==> src/drs_pkg.sv <==
// Constants, register map and types for the reference selection and DPLL mode control
package drs_pkg;
   localparam int NIN = 5;
   typedef logic [2:0] drs_idx_t;
   typedef logic [3:0] drs_num_t;
   // Input numbers by internal index: three, four, five, six, nine
   localparam logic [19:0] IN_NUMS = {4'h9, 4'h6, 4'h5, 4'h4, 4'h3};
   localparam drs_idx_t IDX_NONE = 3'h7;
   localparam drs_idx_t IDX_THREE = 3'h0;
   localparam drs_idx_t IDX_FOUR = 3'h1;
   localparam drs_idx_t IDX_FIVE = 3'h2;
   localparam drs_idx_t IDX_SIX = 3'h3;
   localparam drs_num_t NUM_NONE = 4'h0;
   localparam drs_num_t FORCE_AUTO_LO = 4'h0;
   localparam drs_num_t FORCE_AUTO_HI = 4'hf;
   // Word addresses of the register port
   localparam logic [4:0] A_CTRL_ONE = 5'h00;
   localparam logic [4:0] A_CTRL_TWO = 5'h01;
   localparam logic [4:0] A_CTRL_THREE = 5'h02;
   localparam logic [4:0] A_CTRL_FOUR = 5'h03;
   localparam logic [4:0] A_CTRL_TEN = 5'h04;
   localparam logic [4:0] A_CFG_ONE = 5'h05;
   localparam logic [4:0] A_PRIO = 5'h06;
   localparam logic [4:0] A_PTAB_ONE = 5'h07;
   localparam logic [4:0] A_PTAB_TWO = 5'h08;
   localparam logic [4:0] A_LATCHED_TWO = 5'h09;
   localparam logic [4:0] A_OPERATING_STATE_REG = 5'h0a;
   localparam logic [4:0] A_PHASE_LOCK_TIMEOUT = 5'h0b;
   localparam logic [4:0] A_FREQ_LIMIT = 5'h0c;
   localparam logic [4:0] A_MCLK_OFS = 5'h0d;
   localparam logic [4:0] A_VALID = 5'h0e;
   localparam logic [4:0] A_ISR = 5'h0f;
   // Control-ten and latched-two bit positions
   localparam int B_ULTRAFAST_SWITCH_EN = 0;
   localparam int B_EXT_SWITCH_MODE_EN = 1;
   localparam int B_PHASE_BUILDOUT_EN = 2;
   localparam int B_IEN_FAIL = 3;
   localparam int B_IEN_STATE = 4;
   localparam int B_FAIL = 0;
   localparam int B_STATE = 1;
   // Reset values; priorities three=2, four=3, five/six off, nine=5
   localparam logic [19:0] PRIO_RST = 20'h50032;
   localparam logic [7:0] PHASE_LOCK_TIMEOUT_DEF = 8'h64;
   // Frequency limit in 0.1 ppm units: 9.2, 80 and the 30 ppm slew bound
   localparam logic [9:0] FLIM_NORMAL = 10'h05c;
   localparam logic [9:0] FLIM_EXT_SWITCH_MODE_EN = 10'h320;
   localparam logic [9:0] FLIM_SLEW = 10'h12c;
   // Timing
   localparam int CLK_PERIOD_NS = 50;
   localparam int SEC_NS = 1000000000;
   localparam int SEC_CYCLES = SEC_NS / CLK_PERIOD_NS;
   localparam logic [1:0] LOCK_SEC = 2'h2;
   localparam logic [1:0] NOVALID_SEC = 2'h2;
   typedef enum logic [5:0] {
      ST_FREERUN = 6'h01,
      ST_PRELOCK = 6'h02,
      ST_PRELOCK2 = 6'h04,
      ST_LOCKED = 6'h08,
      ST_LOSSLOCK = 6'h10,
      ST_HOLDOVER = 6'h20
   } drs_state_t;
endpackage

==> src/drs_sync.sv <==
// Three-stage pin synchroniser with agreement filter
`timescale 1ns/1ps
`default_nettype none
module drs_sync (
   input wire logic clk_sys_i,
   input wire logic pin_i,
   output logic level_o
);
   logic s1_r, s2_r, s3_r, lvl_r, lvl_nxt;
   always_comb begin
      lvl_nxt = (s2_r == s3_r) ? s3_r : lvl_r;
   end
   // No reset: the level must flow during reset so it can be strapped
   always_ff @(posedge clk_sys_i) begin
      s1_r <= pin_i;
      s2_r <= s1_r;
      s3_r <= s2_r;
      lvl_r <= lvl_nxt;
   end
   assign level_o = lvl_r;
endmodule
`default_nettype wire

==> src/drs_prio_sel.sv <==
// Priority table builder with forced-selection override
`timescale 1ns/1ps
`default_nettype none
module drs_prio_sel (
   input wire logic clk_sys_i,
   input wire logic rst_i,
   input wire logic [19:0] prio_i,
   input wire logic [4:0] valid_i,
   input wire drs_pkg::drs_num_t force_i,
   output drs_pkg::drs_idx_t slot1_o,
   output drs_pkg::drs_idx_t slot2_o,
   output drs_pkg::drs_idx_t slot3_o
);
   import drs_pkg::*;
   drs_idx_t n [3];
   drs_idx_t fidx;
   logic forced;
   always_comb begin
      logic [4:0] taken;
      logic [4:0] bp;
      taken = '0;
      bp = '0;
      for (int k = 0; k < 3; k++) begin
         n[k] = IDX_NONE;
         bp = 5'h10;
         // Priority 0 disables; lower number wins, ties by index
         for (int i = 0; i < NIN; i++) begin
            if (valid_i[i] && !taken[i] && prio_i[i*4+:4] != 4'h0 && {1'b0, prio_i[i*4+:4]} < bp) begin
               bp = {1'b0, prio_i[i*4+:4]};
               n[k] = 3'(i);
            end
         end
         if (n[k] != IDX_NONE) taken[n[k]] = 1'b1;
      end
   end
   always_comb begin
      fidx = IDX_NONE;
      for (int i = 0; i < NIN; i++) begin
         if (IN_NUMS[i*4+:4] == force_i) fidx = 3'(i);
      end
      forced = force_i != FORCE_AUTO_LO && force_i != FORCE_AUTO_HI;
      // Forced input takes the top slot, normal order shifts down
      slot1_o = forced ? fidx : n[0];
      slot2_o = forced ? n[0] : n[1];
      slot3_o = forced ? n[1] : n[2];
   end
endmodule
`default_nettype wire

==> src/drs_ref_ctrl.sv <==
// Reference selection and main DPLL mode controller with register port
`timescale 1ns/1ps
`default_nettype none
module drs_ref_ctrl #(
   parameter int TICK_CYCLES = drs_pkg::SEC_CYCLES
) (
   input wire logic clk_sys_i,
   input wire logic rst_i,
   input wire logic [4:0] addr_i,
   input wire logic [31:0] wdata_i,
   input wire logic wr_i,
   input wire logic rd_i,
   output logic [31:0] rdata_o,
   input wire logic switch_select_pin_i,
   input wire logic [4:0] act_ok_i,
   input wire logic fast_noact_i,
   input wire logic phase_lock_i,
   output drs_pkg::drs_num_t main_sel_o,
   output drs_pkg::drs_num_t aux_sel_o,
   output drs_pkg::drs_state_t dpll_state_o,
   output logic freerun_o,
   output logic [15:0] master_clk_offset_o,
   output logic [9:0] freq_limit_o,
   output logic slew_limit_o,
   output logic [4:0] bucket_force_o,
   output logic irq_o
);
   import drs_pkg::*;
   logic pin_lvl;
   drs_idx_t top, second, third, sel_r, sel_nxt;
   // Registers
   logic [2:0] force_state_r, force_state_nxt;
   drs_num_t main_force_sel_r, main_force_sel_nxt, aux_force_sel_r, aux_force_sel_nxt;
   logic revertive_en_r, revertive_en_nxt, aux_phase_measure_en_r, aux_phase_measure_en_nxt;
   logic [4:0] ctrl_ten_r, ctrl_ten_nxt;
   logic [19:0] prio_r, prio_nxt;
   logic [1:0] latched_r, latched_nxt;
   logic [7:0] phase_lock_timeout_r, phase_lock_timeout_nxt;
   logic [9:0] flim_r, flim_nxt;
   logic [15:0] mclk_r, mclk_nxt;
   logic [4:0] alarm_r, alarm_nxt;
   logic [31:0] rdata_nxt;
   // State and timers
   drs_state_t st_r, st_nxt;
   logic [24:0] tick_r, tick_nxt;
   logic [7:0] to_r, to_nxt;
   logic [1:0] lock_r, lock_nxt, inval_r, inval_nxt;
   logic [4:0] bucket_nxt;
   logic [4:0] eff_valid;
   logic sec, cur_ok, any_valid, restart, uf_evt;
   logic ext, ultrafast_switch_en;
   drs_idx_t aux_idx;
   drs_num_t aux_num;

   drs_sync u_sync (
      .clk_sys_i(clk_sys_i),
      .pin_i(switch_select_pin_i),
      .level_o(pin_lvl)
   );

   // A phase-lock alarm invalidates the input until software clears it
   assign eff_valid = act_ok_i & ~alarm_r;
   assign any_valid = |eff_valid;
   assign ext = ctrl_ten_r[B_EXT_SWITCH_MODE_EN];
   assign ultrafast_switch_en = ctrl_ten_r[B_ULTRAFAST_SWITCH_EN];
   assign uf_evt = ultrafast_switch_en && fast_noact_i && sel_r != IDX_NONE;

   drs_prio_sel u_main_tab (
      .clk_sys_i(clk_sys_i),
      .rst_i(rst_i),
      .prio_i(prio_r),
      .valid_i(eff_valid),
      .force_i(main_force_sel_r),
      .slot1_o(top),
      .slot2_o(second),
      .slot3_o(third)
   );

   always_comb begin
      cur_ok = sel_r != IDX_NONE && eff_valid[sel_r];
      if (ext) begin
         // Clock-switch behaviour: validity is ignored
         if (pin_lvl) begin
            sel_nxt = prio_r[IDX_THREE*4+:4] != 4'h0 ? IDX_THREE : IDX_FIVE;
         end else begin
            sel_nxt = prio_r[IDX_FOUR*4+:4] != 4'h0 ? IDX_FOUR : IDX_SIX;
         end
      end else if (revertive_en_r || !cur_ok || uf_evt) begin
         sel_nxt = top;
      end else begin
         sel_nxt = sel_r;
      end
   end

   // Aux DPLL: forced input, else the main table's top slot, which holds the main forced input when one is set
   always_comb begin
      aux_idx = IDX_NONE;
      for (int i = 0; i < NIN; i++) begin
         if (IN_NUMS[i*4+:4] == aux_force_sel_r) aux_idx = 3'(i);
      end
      if (aux_force_sel_r == FORCE_AUTO_LO || aux_force_sel_r == FORCE_AUTO_HI) begin
         aux_num = top == IDX_NONE ? NUM_NONE : IN_NUMS[top*4+:4];
      end else begin
         aux_num = aux_idx == IDX_NONE ? NUM_NONE : IN_NUMS[aux_idx*4+:4];
      end
   end

   always_comb begin
      sec = tick_r == 25'(TICK_CYCLES - 1);
      tick_nxt = sec ? '0 : tick_r + 25'h1;
      restart = 1'b0;
      st_nxt = st_r;
      // Software clear first, so a new alarm in the same cycle wins
      alarm_nxt = alarm_r & ~(wr_i && addr_i == A_ISR ? wdata_i[4:0] : 5'h0);
      bucket_nxt = '0;
      case (st_r)
         ST_FREERUN: begin
            if (any_valid) st_nxt = ST_PRELOCK;
         end
         ST_PRELOCK, ST_PRELOCK2, ST_LOSSLOCK: begin
            if (cur_ok && lock_r == LOCK_SEC) begin
               st_nxt = ST_LOCKED;
            end else if (to_r >= phase_lock_timeout_r && sel_r != IDX_NONE) begin
               alarm_nxt[sel_r] = 1'b1;
               restart = 1'b1;
               if (st_r == ST_LOSSLOCK) st_nxt = ST_PRELOCK2;
            end else if (!any_valid && inval_r == NOVALID_SEC) begin
               st_nxt = st_r == ST_PRELOCK ? ST_FREERUN : ST_HOLDOVER;
            end else if (sel_nxt != sel_r && sel_nxt != IDX_NONE) begin
               restart = 1'b1;
               if (st_r == ST_LOSSLOCK) st_nxt = ST_PRELOCK2;
            end
         end
         ST_LOCKED: begin
            if (!cur_ok) begin
               if (any_valid) st_nxt = ST_PRELOCK2;
               else if (inval_r == NOVALID_SEC) st_nxt = ST_HOLDOVER;
            end else if (!phase_lock_i) begin
               st_nxt = ST_LOSSLOCK;
            end
         end
         ST_HOLDOVER: begin
            if (any_valid) st_nxt = ST_PRELOCK2;
         end
         default: st_nxt = ST_FREERUN;
      endcase
      if (uf_evt && st_r != ST_FREERUN && st_r != ST_HOLDOVER) begin
         st_nxt = ST_PRELOCK2;
         restart = 1'b1;
         bucket_nxt[sel_r] = 1'b1;
      end
      case (force_state_r)
         3'h1: st_nxt = ST_FREERUN;
         3'h2: st_nxt = ST_HOLDOVER;
         3'h3: st_nxt = ST_LOCKED;
         3'h4: st_nxt = ST_PRELOCK;
         3'h5: st_nxt = ST_PRELOCK2;
         3'h6: st_nxt = ST_LOSSLOCK;
         default: ;
      endcase
      if (st_nxt != st_r) restart = 1'b1;
      to_nxt = restart ? '0 : (sec && to_r != 8'hff ? to_r + 8'h1 : to_r);
      lock_nxt = !phase_lock_i || restart ? '0 : (sec && lock_r != LOCK_SEC ? lock_r + 2'h1 : lock_r);
      inval_nxt = cur_ok || any_valid ? '0 : (sec && inval_r != NOVALID_SEC ? inval_r + 2'h1 : inval_r);
   end

   // Register port; flag sets win over software clears
   always_comb begin
      force_state_nxt = force_state_r;
      main_force_sel_nxt = main_force_sel_r;
      aux_force_sel_nxt = aux_force_sel_r;
      revertive_en_nxt = revertive_en_r;
      aux_phase_measure_en_nxt = aux_phase_measure_en_r;
      ctrl_ten_nxt = ctrl_ten_r;
      prio_nxt = prio_r;
      phase_lock_timeout_nxt = phase_lock_timeout_r;
      flim_nxt = flim_r;
      mclk_nxt = mclk_r;
      latched_nxt = latched_r;
      rdata_nxt = '0;
      if (wr_i) begin
         case (addr_i)
            A_CTRL_ONE: force_state_nxt = wdata_i[2:0];
            A_CTRL_TWO: main_force_sel_nxt = wdata_i[3:0];
            A_CTRL_THREE: revertive_en_nxt = wdata_i[0];
            A_CTRL_FOUR: aux_force_sel_nxt = wdata_i[3:0];
            A_CTRL_TEN: ctrl_ten_nxt = wdata_i[4:0];
            A_CFG_ONE: aux_phase_measure_en_nxt = wdata_i[0];
            A_PRIO: prio_nxt = wdata_i[19:0];
            A_LATCHED_TWO: latched_nxt = latched_r & ~wdata_i[1:0];
            A_PHASE_LOCK_TIMEOUT: phase_lock_timeout_nxt = wdata_i[7:0];
            A_FREQ_LIMIT: flim_nxt = wdata_i[9:0];
            A_MCLK_OFS: mclk_nxt = wdata_i[15:0];
            default: ;
         endcase
      end
      if (fast_noact_i) latched_nxt[B_FAIL] = 1'b1;
      if (st_nxt != st_r || restart) latched_nxt[B_STATE] = 1'b1;
      if (rd_i) begin
         case (addr_i)
            A_CTRL_ONE: rdata_nxt[2:0] = force_state_r;
            A_CTRL_TWO: rdata_nxt[3:0] = main_force_sel_r;
            A_CTRL_THREE: rdata_nxt[0] = revertive_en_r;
            A_CTRL_FOUR: rdata_nxt[3:0] = aux_force_sel_r;
            A_CTRL_TEN: rdata_nxt[4:0] = ctrl_ten_r;
            A_CFG_ONE: rdata_nxt[0] = aux_phase_measure_en_r;
            A_PRIO: rdata_nxt[19:0] = prio_r;
            A_PTAB_ONE: rdata_nxt[7:0] = {drs_num(top), drs_num(sel_r)};
            A_PTAB_TWO: rdata_nxt[7:0] = {drs_num(third), drs_num(second)};
            A_LATCHED_TWO: rdata_nxt[1:0] = latched_r;
            A_OPERATING_STATE_REG: rdata_nxt[5:0] = st_r;
            A_PHASE_LOCK_TIMEOUT: rdata_nxt[7:0] = phase_lock_timeout_r;
            A_FREQ_LIMIT: rdata_nxt[9:0] = flim_r;
            A_MCLK_OFS: rdata_nxt[15:0] = mclk_r;
            A_VALID: rdata_nxt[4:0] = eff_valid;
            A_ISR: rdata_nxt[4:0] = alarm_r;
            default: rdata_nxt = '0;
         endcase
      end
   end

   function automatic drs_num_t drs_num(input drs_idx_t idx);
      drs_num = idx == IDX_NONE ? NUM_NONE : IN_NUMS[idx*4+:4];
   endfunction

   always_ff @(posedge clk_sys_i) begin
      if (rst_i) begin
         force_state_r <= '0;
         main_force_sel_r <= FORCE_AUTO_LO;
         aux_force_sel_r <= FORCE_AUTO_LO;
         revertive_en_r <= 1'b0;
         aux_phase_measure_en_r <= 1'b0;
         // External mode strapped from the pin while reset is held
         ctrl_ten_r <= {3'h0, pin_lvl, 1'b0};
         prio_r <= PRIO_RST;
         phase_lock_timeout_r <= PHASE_LOCK_TIMEOUT_DEF;
         flim_r <= pin_lvl ? FLIM_EXT_SWITCH_MODE_EN : FLIM_NORMAL;
         mclk_r <= '0;
         latched_r <= '0;
         alarm_r <= '0;
         st_r <= ST_FREERUN;
         sel_r <= IDX_NONE;
         tick_r <= '0;
         to_r <= '0;
         lock_r <= '0;
         inval_r <= '0;
         rdata_o <= '0;
         main_sel_o <= NUM_NONE;
         aux_sel_o <= NUM_NONE;
         dpll_state_o <= ST_FREERUN;
         freerun_o <= 1'b1;
         master_clk_offset_o <= '0;
         freq_limit_o <= FLIM_NORMAL;
         slew_limit_o <= 1'b0;
         bucket_force_o <= '0;
         irq_o <= 1'b0;
      end else begin
         force_state_r <= force_state_nxt;
         main_force_sel_r <= main_force_sel_nxt;
         aux_force_sel_r <= aux_force_sel_nxt;
         revertive_en_r <= revertive_en_nxt;
         aux_phase_measure_en_r <= aux_phase_measure_en_nxt;
         ctrl_ten_r <= ctrl_ten_nxt;
         prio_r <= prio_nxt;
         phase_lock_timeout_r <= phase_lock_timeout_nxt;
         flim_r <= flim_nxt;
         mclk_r <= mclk_nxt;
         latched_r <= latched_nxt;
         alarm_r <= alarm_nxt;
         st_r <= st_nxt;
         sel_r <= sel_nxt;
         tick_r <= tick_nxt;
         to_r <= to_nxt;
         lock_r <= lock_nxt;
         inval_r <= inval_nxt;
         rdata_o <= rdata_nxt;
         main_sel_o <= drs_num(sel_r);
         aux_sel_o <= aux_num;
         dpll_state_o <= st_r;
         freerun_o <= st_r == ST_FREERUN;
         master_clk_offset_o <= mclk_r;
         freq_limit_o <= flim_r;
         slew_limit_o <= ctrl_ten_r[B_PHASE_BUILDOUT_EN] || flim_r < FLIM_SLEW;
         bucket_force_o <= bucket_nxt;
         irq_o <= (latched_r[B_FAIL] && ctrl_ten_r[B_IEN_FAIL])
            || (latched_r[B_STATE] && ctrl_ten_r[B_IEN_STATE]);
      end
   end
endmodule
`default_nettype wire

==> config.mk <==
export PLATFORM = sky130hd
export DESIGN_NAME = drs_ref_ctrl
export DESIGN_NICKNAME = d
export VERILOG_FILES = /design/src/drs_pkg.sv /design/src/drs_sync.sv /design/src/drs_prio_sel.sv /design/src/drs_ref_ctrl.sv
export SDC_FILE = /design/constraint.sdc
export NUM_CORES = 1
export LEC_CHECK = 0
export BUFFER_PORTS_ARGS = -buffer_cell sky130_fd_sc_hd__buf_2
export CAP_MARGIN = 20
export CORE_ASPECT_RATIO = 1.75
export CORE_MARGIN = 2
export CORE_UTILIZATION = 60
export DETAILED_ROUTE_END_ITERATION = 8
export PLACE_DENSITY = 0.81
export SYNTH_ARGS = -nofsm -noshare
export SYNTH_HDL_FRONTEND = slang
export SYNTH_SLANG_ARGS = --single-unit
==> constraint.sdc <==
create_clock -name clk_sys_i -period 38.8 [get_ports clk_sys_i]
set_clock_uncertainty 0.2 [all_clocks]
set_input_delay 0 -clock clk_sys_i [delete_from_list [all_inputs] [get_ports clk_sys_i]]
set_output_delay 0 -clock clk_sys_i [all_outputs]
set_load 0.1 [all_outputs]
=== Yosys cells after proc, flatten, opt, wreduce, memory -nomap -nowiden ===
Cells that the tools add are included.

* Equal/unequal tests: 59
* Bitwise gates (word level): 11
* Multiplexer cells: 107
* $lt $le $gt $ge: 20
* Reduce and logical (&&, ||, !) cells: 114
* Shift operators: 5
* Add/sub/neg operators: 4

{| class="wikitable"
|+ Operators with widths
! kind !! count
|-
| $shiftx A20 B6 Y4 const A || 5
|-
| $mux W3 || 30
|-
| $mux W5 || 18
|-
| $mux W6 || 13
|-
| $lt A4 B5 Y1 || 12
|-
| $logic_and A1 B1 Y1 || 56
|-
| $eq A5 B4 Y1 const B || 8
|-
| $mux W10 || 4
|-
| $pmux W6 S6 || 1
|-
| $reduce_and A2 Y1 || 13
|-
| $add A25 B1 Y25 const B || 1
|-
| $eq A25 B25 Y1 const B || 1
|-
| $eq A3 B3 Y1 const B || 8
|-
| $eq A3 B4 Y1 const A || 6
|-
| $mux W4 || 6
|-
| $pmux W6 S4 || 1
|-
| $reduce_bool A4 Y1 || 6
|-
| $eq A5 B3 Y1 const B || 4
|-
| $mux W2 || 8
|-
| $pmux W1 S16 || 1
|-
| $pmux W1 S14 || 1
|-
| $reduce_bool A2 Y1 || 7
|-
| $logic_not A1 Y1 || 13
|-
| $mux W1 || 13
|-
| other kinds (50) || 84
|}

* Register bits after elaboration: 209
* Input port bits: 49
* Output and inout port bits: 80
* Logic and storage cells: 356

=== Logic depth before layout (Yosys ltp) ===
* Depth after elaboration: 63
* Gate-level depth with buffers: 112
* Gate-level depth less buffers: 106

=== Modules after synthesis ===
A second synthesis with hierarchy kept.

* Cells, all modules: 1,442
* Area, all modules: 12,112.9 sq um

{| class="wikitable"
|+ By module, submodules not included
! module !! sequential area each (sq um) !! times used !! cells each !! area an instance (sq um)
|-
| drs_ref_ctrl || 3,973.8 || 1 || 1,058 || 9,182.6
|-
| drs_prio_sel || 0.0 || 1 || 379 || 2,831.5
|-
| drs_sync || 90.1 || 1 || 5 || 98.8
|}

=== Least setup slack after synthesis ===
Ideal clock, no wire load.

* Path type: register to register
* From: register alarm_r[0]
* To: register rdata_o[7]
* Library setup time: 0.074 ns
* Cell stages (with the launch flop): 109
* Setup slack: 19.097 ns
* Arrival time: 19.429 ns
* Data required time: 38.526 ns
* Period minus slack after synthesis: 19.703 ns
* Buffers on the path: 7
* Cell sequence: dfxtp_1 -> nor2b_1 -> clkbuf_1 -> and2_1 -> inv_1 -> ha_1 -> buf_1 -> a2111oi_0 -> or3_1 -> nand2_1 -> mux2_2 -> inv_1 -> ha_1 -> nand2_1 -> o32ai_1 -> nor2_1 -> a31o_2 -> nor2_1 -> [... 73 more ...] -> ha_1 -> a21o_1 -> a21oi_1 -> nor2_1 -> nor2_1 -> o31ai_2 -> mux2_2 -> ha_1 -> a21o_1 -> a21o_1 -> a21oi_1 -> nand2b_1 -> nand2_1 -> nand2_1 -> o22ai_1 -> ha_1 -> or4b_1 -> a31oi_1

* Word-level cells in the longest chain between the ends: 63
* Elaborated cells on any way between the ends: 108
* Those cells by class: order compare: 16; eq/ne: 4; shift: 2; mux: 38; bitwise: 3; reduce/logical: 45

{| class="wikitable"
|+ Ends and longest elaborated chain
! what !! line !! source
|-
| start: declaration || drs_ref_ctrl.sv:41 || <nowiki>logic [4:0] alarm_r, alarm_nxt;</nowiki>
|-
| start signal: assignment || drs_ref_ctrl.sv:269 || <nowiki>alarm_r <= alarm_nxt;</nowiki>
|-
| $not A5 Y5 (*) || drs_ref_ctrl.sv:62 || <nowiki>assign eff_valid = act_ok_i & ~alarm_r;</nowiki>
|-
| $and A5 B5 Y5 (*) || drs_ref_ctrl.sv:62 ||
|-
| $logic_and A1 B1 Y1 || drs_prio_sel.sv:28 || <nowiki>if (valid_i[i] && !taken[i] && prio_i[i*4+:4] != 4'h0 && {1'b0, prio_i[i*4+:4]} < bp) begin</nowiki>
|-
| $mux W5 || drs_prio_sel.sv:28 ||
|-
| $lt A4 B5 Y1 || drs_prio_sel.sv:28 ||
|-
| $logic_and A1 B1 Y1 || drs_prio_sel.sv:28 ||
|-
| $mux W5 || drs_prio_sel.sv:28 ||
|-
| $lt A4 B5 Y1 || drs_prio_sel.sv:28 ||
|-
| [... 47 more ...] || - ||
|-
| $mux W5 || drs_prio_sel.sv:28 ||
|-
| $lt A4 B5 Y1 || drs_prio_sel.sv:28 ||
|-
| $logic_and A1 B1 Y1 || drs_prio_sel.sv:28 ||
|-
| $mux W3 || drs_prio_sel.sv:28 ||
|-
| $mux W3 || drs_prio_sel.sv:45 || <nowiki>slot3_o = forced ? n[1] : n[2];</nowiki>
|-
| $shiftx A20 B6 Y4 or $eq A3 B3 Y1 (tied branches) || drs_ref_ctrl.sv:223 || <nowiki>drs_num = idx == IDX_NONE ? NUM_NONE : IN_NUMS[idx*4+:4];</nowiki>
|-
| $mux W4 || drs_ref_ctrl.sv:223 ||
|-
| $pmux W2 S6 (*) || drs_ref_ctrl.sv:200 || <nowiki>case (addr_i)</nowiki>
|-
| end signal: assignment || drs_ref_ctrl.sv:276 || <nowiki>rdata_o <= rdata_nxt;</nowiki>
|-
| end: declaration || drs_ref_ctrl.sv:13 || <nowiki>output logic [31:0] rdata_o,</nowiki>
|}

Mark *: on every way between the ends. The rest lies on a longest branch, timed or not.
A chain may end at the register's enable or synchronous reset.

=== Worst setup path in the final report ===
Ends and elaborated chain as after synthesis.

==> impl_results.md <==
* PortBufs at between 100 and 150
* Post-CTS sizing at 0
* Most frequent cell after synthesis: dfxtp_1
* Critical path class: reg2reg
* FFs w/ async S/R, synth at 0
* Crit path top cell by count: ha_1
* Row cnt at 67
* Post-synth top cells: dfxtp_1 (185), nand2_1 (147), nor2_1 (145), a21oi_1 (90), clkbuf_1 (69)
* Final core occ at 0.6915
* Area growth syn-to-layout at 13.05%
* Top_reg_cell synth: dfxtp_1
* Yosys top cell area share at 0.3154
* Hpwl dp at about 28,000 um
* Min-Delay Endpoint: inval_r[1]
* Vias at about 11,000
* 1st-iter DRT viols at 997
* Startpoint Class: flop
* Ys Warns at 0
* Ant diodes at 0
* Total CTS buffers at 17
* Highest clock rate at 42.21 MHz
* Crit path DAT at around 24 ns
* Root Buffer Master: clkbuf_16
* Largest net degree at the start of global routing at 82
* Worst r2r dst: rdata_o[7]
* DR pass1 iterations at 7
* Worst Path Max Fanout at 20
* Vias in the first global route at roughly 11,000
* Fillers at about 1,600
* Crit. End Element: flop
* Pins Over Slew Limit at 0
* Fin nets at approximately 1,600
* Crit path required time at between 30 and 40 ns
* Outcome: finished clean
* Starting Density at 0.6117
* Hold Worst Slack at roughly 0.10 ns
* Slew headroom at 0.2391
* Die area at a little over 0.02 mm2
* Post-route ant nets at 0
* R2R depth at 100
* R2r setup slk at roughly 15 ns
* Max cap viols at 0
* Clk sinks at between 150 and 200
* Worst-case clock buffer depth at 2
* Fin Setup TNS at 0 ns
* Syn avg cell area at between 8 and 9 um2
* Share of cells above drive strength 1 at 0.1231
* Mapped cell area at ~0.012 mm2
* Gr ovfl total at 0
* Wire length of the first global-routing pass at ~60,000 um
* Later-pin clock latency in the skew report at around 0.45 ns
* Leak Pwr at roughly 0.0056 uW
* Setup Buffers After CTS at 0
* Post-synthesis register bit count at 197
* I/O pin count at approximately 130
* Yosys cell types at 95
* RSZ-0062 raised after global routing: false
* Final hold violations at 0
* DRC at 0
* Pwr dens at 36.54 mW/mm2
* Routed WL at ~38,000 um
* Initial antenna violation count at 1
* Cell taking the most area after synthesis: dfxtp_1
* Register area share after synthesis at 0.3461
* Hold_sp: act_ok_i[3]
* Clock slew at reported path FFs at about 0.070 ns
* Core area at approximately 0.019 mm2
* Post-Syn Instances at between 1,000 and 1,500
* Crit-path slowest cell: a2111oi_0
* TritonCTS clock tree: done
* Total global-route track usage at 0.3803
* Die Height at roughly 190 um
* # H-tree levels at 4
* Final period util at 0.6105
* Dominant cells by area after synthesis: dfxtp_1 (32%), ha_1 (6.5%), nand2_1 (4.7%)
* Hold Path Depth at 4
* Slew @ Worst Pin at 1.141 ns
* Final Setup Violations at 0
* Die width at roughly 110 um
* Min Tclk post-route at about 24 ns
* Reg-to-Reg Start: alarm_r[0]
* Number of enable flip-flop cells after synthesis at 12
* Via density at between 6 and 7
* IR drop worst, VDD at between 0.00003 and 0.00004 V
* CP peak stage delay at 0.85 ns
* Routability cong. at 1.086
* Cts hold-fix bufs at between 40 and 50
* Drt wl/cell at about 22 um
* Hold crit path type: in2reg
-- per-stage QoR --
step / setup slack, ns / instances / area, um2 / power [uW]
after floorplan: 19.10 / 1449 / 11780 / 288.6
after global placement: 16.04 / 1706 / 12240 / 307.2
after detailed placement: 15.73 / 1706 / 12240 / 308.9
after CTS: 15.65 / 1782 / 13260 / 483.8
after global routing: 13.39 / 1784 / 13280 / 500.5
final: 15.11 / 1784 / 13280 / 485.1
-- critical path, delay by kind of cell (launching register included) --
kind,cells,cell delay [ns]
flip-flops,1,0.39
AND/OR/NAND/NOR,30,5.76
multiplexers,4,1.29
buffers and inverters,5,0.66
AO/OA/AOI/OAI,48,11.39
adder cells (fa/ha/maj),13,3.89
-- kinds of logic after synthesis --
family                   count (synthesis)  synth area share
multiplexers                            45           0.03921
AND/OR/NAND/NOR                        572            0.2415
AO/OA/AOI/OAI                          362            0.2192
other                                    1         0.0003194
buffers and inverters                  156           0.05573
XOR/XNOR                                42           0.03133
flip-flops                             197            0.3461
adder cells (fa/ha/maj)                 63           0.06670
-- routing by layer --
metal / part of all wire / global-route usage / up-vias
li1: - / - / 5326
met1: 0.34 / 0.3805 / 5329
met2: 0.49 / 0.6270 / 547
met3: 0.066 / 0.09053 / 224
met4: 0.11 / 0.3564 / 0
met5: 0 / 0 / -
-- sequential cells by signal, indices dropped and copies added (netlist names), 2 cells and up --
register,flops
force_state_r,3
aux_sel_o,4
to_r,8
prio_r,20
freq_limit_o,10
inval_r,2
tick_r,25
rdata_o,20
latched_r,2
aux_force_sel_r,4
main_sel_o,4
phase_lock_timeout_r,8
master_clk_offset_o,16
sel_r,3
alarm_r,5
dpll_state_o,6
bucket_force_o,5
ctrl_ten_r,5
flim_r,10
main_force_sel_r,4
lock_r,2
mclk_r,16
st_r,6
-- worst max-delay path by stage --
| stage | slack, ns | to | startpoint |
|---|---|---|---|
| after floorplan | 19.10 | rdata_o[7] | alarm_r[0] |
| after global placement | 16.04 | rdata_o[7] | alarm_r[0] |
| after detailed placement | 15.73 | rdata_o[7] | alarm_r[0] |
| after CTS | 15.65 | rdata_o[7] | alarm_r[0] |
| after global routing | 13.39 | rdata_o[4] | alarm_r[0] |
| final | 15.11 | rdata_o[7] | alarm_r[0] |
-- power by group --
| part | leakage, uW | switching (uW) | internal, uW |
|---|---|---|---|
| clock network | 0.000285 | 87.5 | 87.4 |
| logic | 0.00366 | 65.8 | 27.9 |
| registers | 0.00162 | 6.79 | 210 |
-- placed cells by master (no fill, tap or decap), drive strengths merged, types with 21 or more instances in the layout --
cell / n
dfxtp: 185
nand2: 148
nor2: 145
buf: 112
a21oi: 94
inv: 69
ha: 61
o21ai: 55
nand3: 54
dlygate4sd3: 44
nor2b: 42
mux2i: 37
nor3: 32
a21o: 25
xor2: 22
nand2b: 21
-- cell type report --
| type | instances | area, um2 | area share |
|---|---|---|---|
| well taps | 241 | 301.5 | 0.02271 |
| flip-flops and latches | 197 | 4064 | 0.3061 |
| clock inverters | 13 | 132.6 | 0.009991 |
| clock buffers | 19 | 442.9 | 0.03336 |
| repair buffers | 157 | 1035 | 0.07795 |
| multi-input cells | 1096 | 7071 | 0.5326 |
| inverters | 61 | 229.0 | 0.01725 |
(Power assumes the default switching activity.)
